===== src/rtl/cge_pkg.sv =====
package cge_pkg;
   // register offsets
   localparam logic [7:0] ADDR_IDENT = 8'h00;
   localparam logic [7:0] ADDR_FACTORY_ONE = 8'h01;
   localparam logic [7:0] ADDR_POWER_SIG = 8'h02;
   localparam logic [7:0] ADDR_ENABLE_MODE = 8'h03;
   localparam logic [7:0] ADDR_RESERVED_FOUR = 8'h04;
   // power-on values
   localparam logic [7:0] RST_FACTORY_ONE = 8'hA7;
   localparam logic [7:0] RST_POWER_SIG = 8'h50;
   localparam logic [7:0] RST_ENABLE_MODE = 8'hE9;
   localparam logic [7:0] RST_RESERVED_FOUR = 8'h00;
   localparam logic [7:0] RD_UNMAPPED = 8'h00;
   // field positions
   localparam int SLEEP_BIT = 7;
   localparam int SIG_DISABLE_BIT = 1;
   localparam int CTRL_HI = 7;
   localparam int CTRL_LO = 6;
   localparam int PULSE_HI = 5;
   localparam int PULSE_LO = 3;
   localparam int MODE_HI = 2;
   localparam int MODE_LO = 0;
   localparam int VERSION_LO = 4;
   // limit switch output control codes
   localparam logic [1:0] CTRL_ASSERT = 2'h0;
   localparam logic [1:0] CTRL_FACTORY = 2'h1;
   localparam logic [1:0] CTRL_DEASSERT = 2'h2;
   localparam logic [1:0] CTRL_BY_MODE = 2'h3;
   // operating modes
   localparam logic [2:0] autodetect_2a_mode = 3'h0;
   localparam logic [2:0] pass_through_mode = 3'h1;
   localparam logic [2:0] shorted_charger_mode = 3'h2;
   localparam logic [2:0] downstream_port_emulation_mode = 3'h3;
   localparam logic [2:0] autodetect_1a_mode = 3'h4;
   localparam logic [2:0] forced_1a_divider_mode = 3'h5;
   localparam logic [2:0] forced_2a_divider_mode = 3'h6;
   localparam logic [2:0] FORCED_TABLET_MODE = 3'h7;
   // toggle pulse lengths in ms, indexed by code
   localparam int PULSE_MS [8] =
      '{125, 250, 350, 500, 750, 1000, 1500, 2000};
   // timing
   localparam int CLK_PERIOD_NS = 20;
   localparam int NS_PER_MS = 1000000;
   localparam int CYCLES_PER_MS = NS_PER_MS / CLK_PERIOD_NS;
   localparam logic ENABLE_ASSERTED = 1'b1;
   localparam int PULSE_CNT_W = 32;
endpackage


===== src/rtl/cge_reg_if.sv =====
`timescale 1ns/1ps
// register access from the serial port into the bank
interface cge_reg_if;
   logic wr_en;
   logic [7:0] addr;
   logic [7:0] wdata;
   logic [7:0] rdata;
   modport port (output wr_en, output addr, output wdata, input rdata);
   modport bank (input wr_en, input addr, input wdata, output rdata);
endinterface


===== src/rtl/cge_serial_port.sv =====
`timescale 1ns/1ps
// two-wire serial slave, oversampled on the system clock
module cge_serial_port
#(
   parameter logic [6:0] DEV_ADDR = 7'h35
)
(
   input wire logic sys_clk,
   input wire logic rst_b,
   input wire logic scl_pin,
   input wire logic sda_pin,
   output logic sda_out,
   output logic sda_oe,
   cge_reg_if.port regs
);
   import cge_pkg::*;
   typedef enum {S_IDLE, S_ADDR, S_ADDR_ACK, S_PTR, S_PTR_ACK, S_WDATA,
      S_WDATA_ACK, S_RDATA, S_RDATA_ACK} cge_state_t;
   cge_state_t state_ff;
   logic [1:0] scl_sync_ff;
   logic [1:0] sda_sync_ff;
   logic scl_prev_ff;
   logic sda_prev_ff;
   logic [7:0] shift_ff;
   logic [3:0] bit_cnt_ff;
   logic [7:0] ptr_ff;
   logic read_ff;
   logic wr_en_ff;
   logic [7:0] wdata_ff;
   logic [7:0] wr_addr_ff;
   logic scl_rise;
   logic scl_fall;
   logic start_seen;
   logic stop_seen;

   // two-stage pin synchronisers
   always_ff @(posedge sys_clk)
   begin
      if (!rst_b)
      begin
         scl_sync_ff <= 2'h3;
         sda_sync_ff <= 2'h3;
         scl_prev_ff <= 1'b1;
         sda_prev_ff <= 1'b1;
      end
      else
      begin
         scl_sync_ff <= {scl_sync_ff[0], scl_pin};
         sda_sync_ff <= {sda_sync_ff[0], sda_pin};
         scl_prev_ff <= scl_sync_ff[1];
         sda_prev_ff <= sda_sync_ff[1];
      end
   end

   // bus events
   assign scl_rise = scl_sync_ff[1] && !scl_prev_ff;
   assign scl_fall = !scl_sync_ff[1] && scl_prev_ff;
   assign start_seen = scl_sync_ff[1] && scl_prev_ff && sda_prev_ff &&
      !sda_sync_ff[1];
   assign stop_seen = scl_sync_ff[1] && scl_prev_ff && !sda_prev_ff &&
      sda_sync_ff[1];

   // transfer sequencer
   always_ff @(posedge sys_clk)
   begin
      if (!rst_b)
      begin
         state_ff <= S_IDLE;
         shift_ff <= 8'h00;
         bit_cnt_ff <= 4'h0;
         ptr_ff <= 8'h00;
         read_ff <= 1'b0;
         sda_oe <= 1'b0;
         wr_en_ff <= 1'b0;
         wdata_ff <= 8'h00;
         wr_addr_ff <= 8'h00;
      end
      else
      begin
         wr_en_ff <= 1'b0;
         if (start_seen)
         begin
            state_ff <= S_ADDR;
            bit_cnt_ff <= 4'h0;
            sda_oe <= 1'b0;
         end
         else if (stop_seen)
         begin
            state_ff <= S_IDLE;
            sda_oe <= 1'b0;
         end
         else if (scl_rise)
         begin
            case (state_ff)
               S_ADDR, S_PTR, S_WDATA:
               begin
                  shift_ff <= {shift_ff[6:0], sda_sync_ff[1]};
                  bit_cnt_ff <= bit_cnt_ff + 4'h1;
               end
               S_RDATA:
                  bit_cnt_ff <= bit_cnt_ff + 4'h1;
               S_RDATA_ACK:
                  if (sda_sync_ff[1])
                     state_ff <= S_IDLE; // master nack ends the read
               default:
                  state_ff <= state_ff;
            endcase
         end
         else if (scl_fall)
         begin
            case (state_ff)
               S_ADDR:
                  if (bit_cnt_ff == 4'h8)
                  begin
                     if (shift_ff[7:1] == DEV_ADDR)
                     begin
                        read_ff <= shift_ff[0];
                        sda_oe <= 1'b1;
                        state_ff <= S_ADDR_ACK;
                     end
                     else
                        state_ff <= S_IDLE;
                  end
               S_PTR, S_WDATA:
                  if (bit_cnt_ff == 4'h8)
                  begin
                     sda_oe <= 1'b1;
                     if (state_ff == S_PTR)
                     begin
                        ptr_ff <= shift_ff;
                        state_ff <= S_PTR_ACK;
                     end
                     else
                     begin
                        wr_en_ff <= 1'b1;
                        wr_addr_ff <= ptr_ff;
                        wdata_ff <= shift_ff;
                        ptr_ff <= ptr_ff + 8'h01;
                        state_ff <= S_WDATA_ACK;
                     end
                  end
               S_ADDR_ACK, S_RDATA_ACK:
               begin
                  bit_cnt_ff <= 4'h0;
                  if (read_ff)
                  begin
                     shift_ff <= regs.rdata;
                     sda_oe <= !regs.rdata[7];
                     state_ff <= S_RDATA;
                  end
                  else
                  begin
                     sda_oe <= 1'b0;
                     state_ff <= S_PTR;
                  end
               end
               S_PTR_ACK, S_WDATA_ACK:
               begin
                  sda_oe <= 1'b0;
                  bit_cnt_ff <= 4'h0;
                  state_ff <= S_WDATA;
               end
               S_RDATA:
                  if (bit_cnt_ff == 4'h8)
                  begin
                     sda_oe <= 1'b0;
                     ptr_ff <= ptr_ff + 8'h01;
                     state_ff <= S_RDATA_ACK;
                  end
                  else
                  begin
                     shift_ff <= {shift_ff[6:0], 1'b0};
                     sda_oe <= !shift_ff[6];
                  end
               default:
                  state_ff <= state_ff;
            endcase
         end
      end
   end

   // open-drain pin only ever pulls low, kept in a flop like every pin
   always_ff @(posedge sys_clk)
      sda_out <= 1'b0;

   // register side of the port
   assign regs.wr_en = wr_en_ff;
   assign regs.addr = wr_en_ff ? wr_addr_ff : ptr_ff;
   assign regs.wdata = wdata_ff;
endmodule


===== src/rtl/cge_ctrl_regs.sv =====
`timescale 1ns/1ps
// Behaviour
// [RL1] address 0x00 reads a fixed id byte: version high nibble, revision low.
// [RL2] bit 7 at 0x02 set puts everything but the serial port to sleep; ACTIVE_MODE still follows 0x03 and code 00 keeps the enable output on.
// [RL3] bit 1 at 0x02 set suppresses downstream charging-port signalling.
// [RL4] bits 7:6 at 0x03 drive the enable output: 00 on, 10 off, 11 mode.
// [RL5] bits 5:3 at 0x03 pick the toggle pulse length from 125 ms to 2 s.
// [RL6] bits 2:0 at 0x03 pick one of eight operating modes.
// [RL7] host software keeps factory and reserved bits at power-on values.
// [RL8] reset loads 0xA7 at 0x01 and 0xE9 at 0x03.
// [RL9] shorted charger mode powers the bus and shorts the data lines.
// [RL10] pass-through mode connects host data lines straight through.
// [RL11] writes to the id byte are ignored and it always reads fixed.
module cge_ctrl_regs
   import cge_pkg::*;
#(
   parameter logic [6:0] DEV_ADDR = 7'h35,
   parameter logic [3:0] VERSION_CODE = 4'h3, // arbitrary value
   parameter logic [3:0] SILICON_REVISION_CODE = 4'h2, // arbitrary value
   parameter int CYC_PER_MS = CYCLES_PER_MS
)
(
   input wire logic SYS_CLK,
   input wire logic RST_B,
   input wire logic SCL,
   input wire logic SDA_IN,
   output logic SDA_OUT,
   output logic SDA_OE,
   output logic LIMIT_SWITCH_ENABLE_OUT,
   output logic SLEEP_ALL_BUT_HOST_PORT,
   output logic HOST_PATH_CONNECT,
   output logic DATA_LINE_SHORT,
   output logic DIVIDER_EN,
   output logic BUS_POWER_EN,
   output logic PORT_EMULATION_EN,
   output logic [2:0] ACTIVE_MODE
);
   import cge_pkg::*;
   cge_reg_if regs ();
   logic [7:0] factory_one_ff;
   logic [7:0] power_sig_ff;
   logic [7:0] enable_mode_ff;
   logic [7:0] reserved_four_ff;
   logic [PULSE_CNT_W-1:0] pulse_cnt_ff;
   logic [PULSE_CNT_W-1:0] pulse_len [8];
   logic sleep;
   logic [1:0] out_ctrl;
   logic [2:0] mode;
   logic [2:0] new_mode;
   logic mode_write;
   logic pulse_active;
   logic [7:0] rdata;
   logic nxt_enable;

   cge_serial_port #(.DEV_ADDR(DEV_ADDR)) u_port (
      .sys_clk(SYS_CLK),
      .rst_b(RST_B),
      .scl_pin(SCL),
      .sda_pin(SDA_IN),
      .sda_out(SDA_OUT),
      .sda_oe(SDA_OE),
      .regs(regs.port)
   );

   // pulse lengths in clock cycles per code
   genvar gi;
   generate
      for (gi = 0; gi < 8; gi++)
      begin : g_len
         assign pulse_len[gi] = PULSE_CNT_W'(PULSE_MS[gi] * CYC_PER_MS); // [RL5]
      end
   endgenerate

   // register writes; id byte has no storage
   always_ff @(posedge SYS_CLK)
   begin
      if (!RST_B)
      begin
         factory_one_ff <= RST_FACTORY_ONE; // [RL8]
         power_sig_ff <= RST_POWER_SIG;
         enable_mode_ff <= RST_ENABLE_MODE; // [RL8]
         reserved_four_ff <= RST_RESERVED_FOUR;
      end
      else if (regs.wr_en)
      begin
         case (regs.addr)
            ADDR_FACTORY_ONE: factory_one_ff <= regs.wdata; // [RL7]
            ADDR_POWER_SIG: power_sig_ff <= regs.wdata;
            ADDR_ENABLE_MODE: enable_mode_ff <= regs.wdata;
            ADDR_RESERVED_FOUR: reserved_four_ff <= regs.wdata;
            default: factory_one_ff <= factory_one_ff; // [RL11]
         endcase
      end
   end

   // read mux
   always_comb
   begin
      case (regs.addr)
         ADDR_IDENT: rdata = {VERSION_CODE, SILICON_REVISION_CODE}; // [RL1]
         ADDR_FACTORY_ONE: rdata = factory_one_ff;
         ADDR_POWER_SIG: rdata = power_sig_ff;
         ADDR_ENABLE_MODE: rdata = enable_mode_ff;
         ADDR_RESERVED_FOUR: rdata = reserved_four_ff;
         default: rdata = RD_UNMAPPED;
      endcase
   end
   assign regs.rdata = rdata;

   // field decode
   assign sleep = power_sig_ff[SLEEP_BIT]; // [RL2]
   assign out_ctrl = enable_mode_ff[CTRL_HI:CTRL_LO];
   assign mode = enable_mode_ff[MODE_HI:MODE_LO]; // [RL6]
   assign new_mode = regs.wdata[MODE_HI:MODE_LO];
   assign mode_write = regs.wr_en && regs.addr == ADDR_ENABLE_MODE &&
      new_mode != mode;
   assign pulse_active = pulse_cnt_ff != '0;

   // toggle pulse on a mode change outside the autodetect modes
   always_ff @(posedge SYS_CLK)
   begin
      if (!RST_B)
         pulse_cnt_ff <= '0;
      else if (sleep)
         pulse_cnt_ff <= '0; // [RL2]
      else if (mode_write && new_mode != autodetect_2a_mode &&
         new_mode != autodetect_1a_mode)
         pulse_cnt_ff <= pulse_len[regs.wdata[PULSE_HI:PULSE_LO]]; // [RL5]
      else if (pulse_active)
         pulse_cnt_ff <= pulse_cnt_ff - PULSE_CNT_W'(1);
   end

   // enable output selection
   always_comb
   begin
      case (out_ctrl)
         CTRL_ASSERT: nxt_enable = ENABLE_ASSERTED; // [RL4]
         CTRL_DEASSERT: nxt_enable = !ENABLE_ASSERTED; // [RL4]
         CTRL_BY_MODE: nxt_enable = pulse_active ? ENABLE_ASSERTED :
            !ENABLE_ASSERTED; // [RL4]
         default: nxt_enable = !ENABLE_ASSERTED;
      endcase
   end

   // registered mode outputs; all but ACTIVE_MODE, the sleep flag and the enable output held off while asleep
   always_ff @(posedge SYS_CLK)
   begin
      if (!RST_B)
      begin
         LIMIT_SWITCH_ENABLE_OUT <= !ENABLE_ASSERTED;
         SLEEP_ALL_BUT_HOST_PORT <= 1'b0;
         HOST_PATH_CONNECT <= 1'b0;
         DATA_LINE_SHORT <= 1'b0;
         DIVIDER_EN <= 1'b0;
         BUS_POWER_EN <= 1'b0;
         PORT_EMULATION_EN <= 1'b0;
         ACTIVE_MODE <= 3'h0;
      end
      else
      begin
         LIMIT_SWITCH_ENABLE_OUT <= nxt_enable;
         SLEEP_ALL_BUT_HOST_PORT <= sleep; // [RL2]
         ACTIVE_MODE <= mode; // [RL6]
         HOST_PATH_CONNECT <= !sleep && (mode == pass_through_mode ||
            mode == downstream_port_emulation_mode); // [RL10]
         DATA_LINE_SHORT <= !sleep && (mode == shorted_charger_mode ||
            mode == FORCED_TABLET_MODE); // [RL9]
         DIVIDER_EN <= !sleep && mode != pass_through_mode &&
            mode != downstream_port_emulation_mode &&
            mode != shorted_charger_mode; // [RL9]
         BUS_POWER_EN <= !sleep && (mode == shorted_charger_mode ||
            mode == forced_1a_divider_mode ||
            mode == forced_2a_divider_mode ||
            mode == FORCED_TABLET_MODE); // [RL9]
         PORT_EMULATION_EN <= !sleep &&
            mode == downstream_port_emulation_mode &&
            !power_sig_ff[SIG_DISABLE_BIT]; // [RL3]
      end
   end
endmodule


===== config.mk =====
export PLATFORM = sky130hd
export DESIGN_NAME = cge_ctrl_regs
export DESIGN_NICKNAME = d
export VERILOG_FILES = /design/src/rtl/cge_pkg.sv /design/src/rtl/cge_reg_if.sv /design/src/rtl/cge_serial_port.sv /design/src/rtl/cge_ctrl_regs.sv
export SDC_FILE = /design/constraint.sdc
export NUM_CORES = 1
export LEC_CHECK = 0
export ABC_AREA = 1
export BUFFER_PORTS_ARGS = -buffer_cell sky130_fd_sc_hd__buf_2
export CAP_MARGIN = 20
export CORE_UTILIZATION = 60
export CTS_BUF_LIST = sky130_fd_sc_hd__clkbuf_8
export CTS_CLUSTER_DIAMETER = 30
export DETAILED_ROUTE_END_ITERATION = 7
export GPL_ROUTABILITY_DRIVEN = 0
export PLACE_DENSITY = 0.73
export SETUP_SLACK_MARGIN = 0.3
export SKIP_LAST_GASP = 1
export SLEW_MARGIN = 20
export SYNTH_ARGS = -nofsm -noshare
export SYNTH_HDL_FRONTEND = slang
export SYNTH_SLANG_ARGS = --single-unit
export TNS_END_PERCENT = 10

===== constraint.sdc =====
create_clock -name SYS_CLK -period 4.6 [get_ports SYS_CLK]
set_clock_uncertainty 0.2 [all_clocks]
set_input_delay 0.46 -clock SYS_CLK [delete_from_list [all_inputs] [get_ports SYS_CLK]]
set_output_delay 0.46 -clock SYS_CLK [all_outputs]
set_load 0.02 [all_outputs]

# Word level (Yosys, flattened, before mapping)
# Memory sizes are Yosys's and may differ from the RTL's.
# Index checks and enable logic that the tools add are counted.
# op_classes
add_sub_neg,3
n_lt_le_gt_ge,1
n_eq_ne,45
mux,42
n_bitwise,9
reduce_logical,67
# op_table
cell,count
2-to-1 mux 32 bit,11
equality test 32 x 3 -> 1 bit (second input constant),5
one-hot mux 32 bit (5 select lines),1
2-to-1 mux 8 bit,9
equality test 32 x 2 -> 1 bit (second input constant),2
AND reduction 7 bit,6
one-hot mux 8 bit (5 select lines),1
equality test 32 x 1 -> 1 bit (second input constant),1
equality test 32 x 4 -> 1 bit (second input constant),1
one-hot mux 8 bit (2 select lines),2
nonzero test 32 bit,1
subtractor 32 x 1 -> 32 bit (second input constant),1
logical AND 1 bit,19
equality test 8 x 2 -> 1 bit (second input constant),2
2-to-1 mux 4 bit,4
inequality test 3 x 1 -> 1 bit (second input constant),5
inequality test 5 x 1 -> 1 bit (second input constant),3
inequality test 2 x 1 -> 1 bit (second input constant),5
OR reduction 2 bit,5
equality test 3 bit (second input constant),3
2-to-1 mux 1 bit,9
inequality test 3 x 2 -> 1 bit (second input constant),3
adder 8 x 1 -> 8 bit (second input constant),1
equality test 8 x 1 -> 1 bit (second input constant),1
other kinds (35),66
# word_totals
ff_bits,151
romBits,256
in_bits,4
out_inout_bits,12
wordCells,195
memories,1
# mem_list
name,words,width,read_ports,rd_ports_with_merged_regs,wr,line,text
(no name shown),8,32,1,0,0,cge_ctrl_regs.sv:128,pulse_cnt_ff <= pulse_len[regs.wdata[PULSE_HI:PULSE_LO]];

# Logic depth before layout (Yosys ltp)
# depth
depth_word,8
mapped_depth,13
mapped_depth_nobuf,12

# Hierarchy
# A second synthesis with hierarchy kept.
# unflattened
cells_unflattened,1009
hier_area_um2,6836.6
# modules_own_cells
mod,n_inst,cells_each,area_each_um2,seq_area_each_um2
cge_ctrl_regs,1,613,4161.5,1481.4
cge_serial_port,1,396,2675.1,980.9

# Worst setup path before layout
# OpenSTA, ideal clock, no wires.
# synth_timing
path_type,register to register
startpoint,register u_port.scl_prev_ff
endpoint,register u_port.bit_cnt_ff[3]
setup_ns,0.117
t_arrival_ns,1.567
required_ns,4.283
path_slack_ns,2.716
stages_incl_launch_ff,12
period_less_slack_ns,1.884
cell_sequence,dfxtp_1 inv_1 ha_1 inv_1 clkbuf_1 o21ai_0 inv_1 nand3_1 nor2_1 nand2_1 nand2_1 nor2_1
# synth_between
elab_chain_len,5
word_cells_on_any_way,15
# synth_lines
element,line,text
start: declaration,cge_serial_port.sv:22,logic scl_prev_ff;
start signal: assignment,cge_serial_port.sv:50,scl_prev_ff <= scl_sync_ff[1];
"parallel branches: the longest is 5 deep, another holds AND reduction 4 bit",n/a,
end signal: assignment,cge_serial_port.sv:98,bit_cnt_ff <= bit_cnt_ff + 4'h1;
end signal: assignment,cge_serial_port.sv:101,bit_cnt_ff <= bit_cnt_ff + 4'h1;
end: declaration,cge_serial_port.sv:25,logic [3:0] bit_cnt_ff;
# Several ways; the timed one is not identified.
# A chain may end at the register's enable or synchronous reset.

# Worst setup path after layout
# layout_timing
startpoint,register u_port.wr_en_ff (netlist: u_port.regs.wr_en)
endpoint,register pulse_cnt_ff[18]
# layout_between
elab_chain_len,7
word_cells_on_any_way,8
# layout_lines
element,line,text
start: declaration,cge_serial_port.sv:28,logic wr_en_ff;
start signal: assignment,cge_serial_port.sv:74,wr_en_ff <= 1'b0;
start signal: assignment,cge_serial_port.sv:80,wr_en_ff <= 1'b0;
start signal: assignment,cge_serial_port.sv:135,wr_en_ff <= 1'b1;
2-to-1 mux 8 bit,cge_serial_port.sv:188,assign regs.addr = wr_en_ff ? wr_addr_ff : ptr_ff;
equality test 8 x 2 -> 1 bit,cge_ctrl_regs.sv:115,assign mode_write = regs.wr_en && regs.addr == ADDR_ENABLE_MODE &&
logical AND 1 bit * (2 in a row),cge_ctrl_regs.sv:115,
logical AND 1 bit * (2 in a row),cge_ctrl_regs.sv:126,else if (mode_write && new_mode != autodetect_2a_mode &&
2-to-1 mux 32 bit / nonzero test 2 bit (equally long branches),n/a,
end signal: assignment,cge_ctrl_regs.sv:128,
end signal: assignment,cge_ctrl_regs.sv:130,pulse_cnt_ff <= pulse_cnt_ff - PULSE_CNT_W'(1);
end: declaration,cge_ctrl_regs.sv:44,logic [PULSE_CNT_W-1:0] pulse_cnt_ff;
# Every way passes the cells marked *; elsewhere a longest branch is shown, timed or not.

==> reports/metrics.yaml <==
routing:
  wire_per_inst_um: 15.8
  vias: 6902
  drt-pass1-iter-count: 6
  antenna_left: 0
  drt_iter0_drc: 776
  wirelength_mm: 19.4
  post-route-drc-count: 0
  via_per_inst: 5.62
timing:
  rsz0062_at_grt: "no"
  fin_crit_ns: 2.93
  final_hold_viol_count: 0
  maxSlewViolCount: 0
  whs_ns: 0.0210
  slew_headroom: 0.390
  worst_pin_slew_ns: 0.915
  period_share: 0.637
  setup_viol: 0
  max_freq_ghz: 0.341
  fin_tns_setup_ns: 0
global_routing:
  grt_overflow: 0
  grt_max_degree: 62
  grt_pass1_wl_mm: 31.0
  antenna_found_initial: 0
  first_global_vias: 6064
  globalRouteTotalUtil: 0.344
power:
  ir_drop_v: 0.000477
  p_leak_nw: 3.63
  p_sw_w: 0.00145
  power_frac_seq: 0.354
  p_sw_frac: 0.396
  p_comb_frac: 0.349
  power_w: 0.00366
  power.density_mw_per_mm2: 490
  p_int_w: 0.00221
  p_clk_frac: 0.297
setup_path:
  crit_path_top_delay_cell: "dfxtp_1"
  cp_common_cell: "nand2_1"
  endpoint: "pulse_cnt_ff[18]"
  max_stage_delay_ns: 0.69
  cp.depth: 9
  cp.required_ns: 4.74
  crit_fanout: 14
  reg2reg_setup_slack_ns: 1.67
  r2r_start: "u_port.regs.wr_en"
  cp_cell_sequence: "inv_2, nand2_1, nand2_1, nor2_1, nand2_1, nor2_1, nand4_1, nand3_1, a21oi_1"
  timing.rr.end: "pulse_cnt_ff[18]"
  startpoint: "u_port.regs.wr_en"
  worstSetupPathType: "reg2reg"
  arrival_ns: 3.07
  endpoint_kind: "register"
  crit_buf_inv: 1
  path_delay_family: "simple AND/OR/NAND/NOR gates"
  cp-start-kind: "register"
  reg2regPathDepth: 9
place:
  io_buffer_count: 14
  hpwlAfterDp_mm: 14.2
  dpl.cell_count: 1196
  dpl_cell_area_mm2: 0.00702
status:
  outcome: "finished, final reports clean"
clock_tree:
  postCtsHoldBufs: 0
  path_clk_slew_ns: 0.08
  ctsResizeCount: 0
  cts_tree: "yes"
  numClockSinks: 123
  post_cts_buffers: 0
  clk_path_buf_depth: 2
  cts_made_buffers: 17
  clkLatencyLatePin_ns: 0.46
  htreeDepth: 4
  root_buffer: "clkbuf_8"
layout:
  nNetsFinal: 1097
  drive_gt1_frac: 0.0735
  area_growth_syn_to_layout_pct: 7.75
  stdcell_count: 1229
  regArea_mm2: 0.00246
  multi_input_area_mm2: 0.00382
  finalInstanceArea_mm2: 0.00748
  antenna_cells: 0
  fillCellCount: 997
yosys:
  ys_warn_count: 0
  mappedNetlistArea_mm2: 0.00694
  yosysUniqueCellTypes: 37
  synth-seq-cells: 123
  syn_nets: 1095
  syn_inst: 1074
  yosysSeqAreaShare: 0.355
  syn_area_per_cell_um2: 6.46
min_path:
  hp-class: "in2reg"
die:
  row_count: 38
  die_x_um: 110
  start_util: 0.629
  top_level_ports: 16
  die_area_mm2: 0.0120
  coreArea_mm2: 0.0110
  die_y_um: 110
run:
  maxCapViolCount: 0
==> layer usage <==
layer | routed length (um) | GRT usage | up-vias
met5 | 0 | 0 | -
met4 | 316 | 0.110 | 0
met3 | 1360 | 0.0711 | 29
met2 | 8480 | 0.513 | 264
met1 | 9280 | 0.494 | 3141
li1 | - | - | 3468
==> placed cells by master, fill, tap and decap left out, types with 4 or more instances in the layout <==
| cell | count |
|---|---|
| nand3_2 | 4 |
| o21ai_0 | 54 |
| nand2_1 | 262 |
| nand3_1 | 100 |
| inv_1 | 118 |
| ha_1 | 17 |
| a31oi_1 | 6 |
| nor2_4 | 5 |
| nand2_4 | 4 |
| bufinv_16 | 4 |
| xor2_1 | 5 |
| buf_2 | 14 |
| o211ai_1 | 16 |
| nand3b_1 | 4 |
| inv_6 | 4 |
| clkbuf_8 | 17 |
| o21ai_1 | 11 |
| inv_2 | 5 |
| a21oi_1 | 77 |
| nand4_1 | 16 |
| nor3_1 | 14 |
| xnor2_1 | 10 |
| or2_2 | 5 |
| dfxtp_1 | 123 |
| nor2_1 | 162 |
==> worst reg2reg max path: cells and delay by family (launching register included) <==
| kind | cells | cell delay [ns] |
|---|---|---|
| compound gates | 1 | 0.07 |
| flops | 1 | 0.69 |
| simple gates | 7 | 1.66 |
| buf+inv | 1 | 0.20 |
==> area by class of cell <==
class | instances | share of cell area
clock buffer | 17 | 0.0313
clock inverter | 15 | 0.0285
inverter | 125 | 0.0628
multi-input combinational | 791 | 0.511
sequential | 123 | 0.329
tap | 140 | 0.0234
timing repair buffer | 18 | 0.0137
==> per-stage QoR <==
| step | setup slack [ns] | util |
|---|---|---|
| after floorplan | 2.72 | - |
| after global placement | 1.84 | 0.636 |
| after detailed placement | 1.76 | 0.636 |
| after CTS | 1.73 | 0.677 |
| after global routing | 1.44 | 0.678 |
| final | 1.67 | 0.678 |
==> cells in the mapped netlist <==
| cell | number | area (um2) |
|---|---|---|
| nand2_1 | 262 | 983 |
| nor2_1 | 162 | 608 |
| dfxtp_1 | 123 | 2460 |
| inv_1 | 118 | 443 |
| nand3_1 | 100 | 500 |
| a21oi_1 | 77 | 385 |
| o21ai_0 | 54 | 270 |
| ha_1 | 17 | 213 |
| nand4_1 | 16 | 100 |
| o211ai_1 | 16 | 120 |
| buf_2 | 15 | 75.1 |
| nor3_1 | 15 | 75.1 |
| clkbuf_1 | 11 | 41.3 |
| o21ai_1 | 11 | 55.1 |
| xnor2_1 | 10 | 87.6 |
| a31oi_1 | 6 | 37.5 |
| inv_2 | 5 | 18.8 |
| nor2_4 | 5 | 56.3 |
| or2_2 | 5 | 31.3 |
| xor2_1 | 5 | 43.8 |
| buf_6 | 4 | 45.0 |
| nand2_4 | 4 | 45.0 |
| nand3_2 | 4 | 40.0 |
| nand3b_1 | 4 | 30.0 |
| buf_4 | 3 | 22.5 |
| nand2_2 | 3 | 18.8 |
| nor2_2 | 3 | 18.8 |
| a211oi_1 | 2 | 15.0 |
| buf_1 | 2 | 7.51 |
| clkinv_1 | 2 | 7.51 |
| nor4_1 | 2 | 12.5 |
| o21bai_1 | 2 | 15.0 |
| o22ai_1 | 2 | 12.5 |
| a21boi_0 | 1 | 7.51 |
| conb_1 | 1 | 3.75 |
| nor2_8 | 1 | 20.0 |
| o2111ai_1 | 1 | 8.76 |
==> worst min path at each step <==
stage                                from  cells after the start                     to  slack, ns
finish                             SDA_IN                      2  u_port.sda_sync_ff[0]       0.02
global route                       SDA_IN                      2  u_port.sda_sync_ff[0]      0.005
CTS                                   SCL                      2  u_port.scl_sync_ff[0]      0.006
detailed placement  u_port.sda_sync_ff[0]                      1  u_port.sda_sync_ff[1]       0.20
global placement    u_port.scl_sync_ff[0]                      1  u_port.scl_sync_ff[1]       0.21
floorplan           u_port.scl_sync_ff[0]                      1  u_port.scl_sync_ff[1]       0.19
==> sequential cells by signal, indices dropped and copies added, names as in the netlist, 2 cells and up <==
name	flops
power_sig_ff	8
u_port.shift_ff	8
u_port.ptr_ff	8
pulse_cnt_ff	32
u_port.scl_sync_ff	2
enable_mode_ff	8
u_port.bit_cnt_ff	4
u_port.sda_sync_ff	2
factory_one_ff	8
u_port.wr_addr_ff	8
reserved_four_ff	8
u_port.regs.wdata	8
u_port.state_ff	4
ACTIVE_MODE	3
==> kinds of logic after synthesis <==
family	share of synthesized area
other cells	0.000541
simple gates	0.366
xor+xnor	0.0189
flops	0.355
fa+ha+maj	0.0307
compound gates	0.134
buf+inv	0.0952
==> power by group through the flow <==
stage / Clock, W / Sequential [W] / Combinational [W]
after floorplan: 0 / 0.00128 / 0.00100
after global placement: 0 / 0.00132 / 0.00123
after detailed placement: 0 / 0.00131 / 0.00124
after CTS: 0.00110 / 0.00129 / 0.00125
after global routing: 0.00115 / 0.00131 / 0.00146
final: 0.00109 / 0.00130 / 0.00128
No activity file was read; power rests on OpenSTA's default activity.
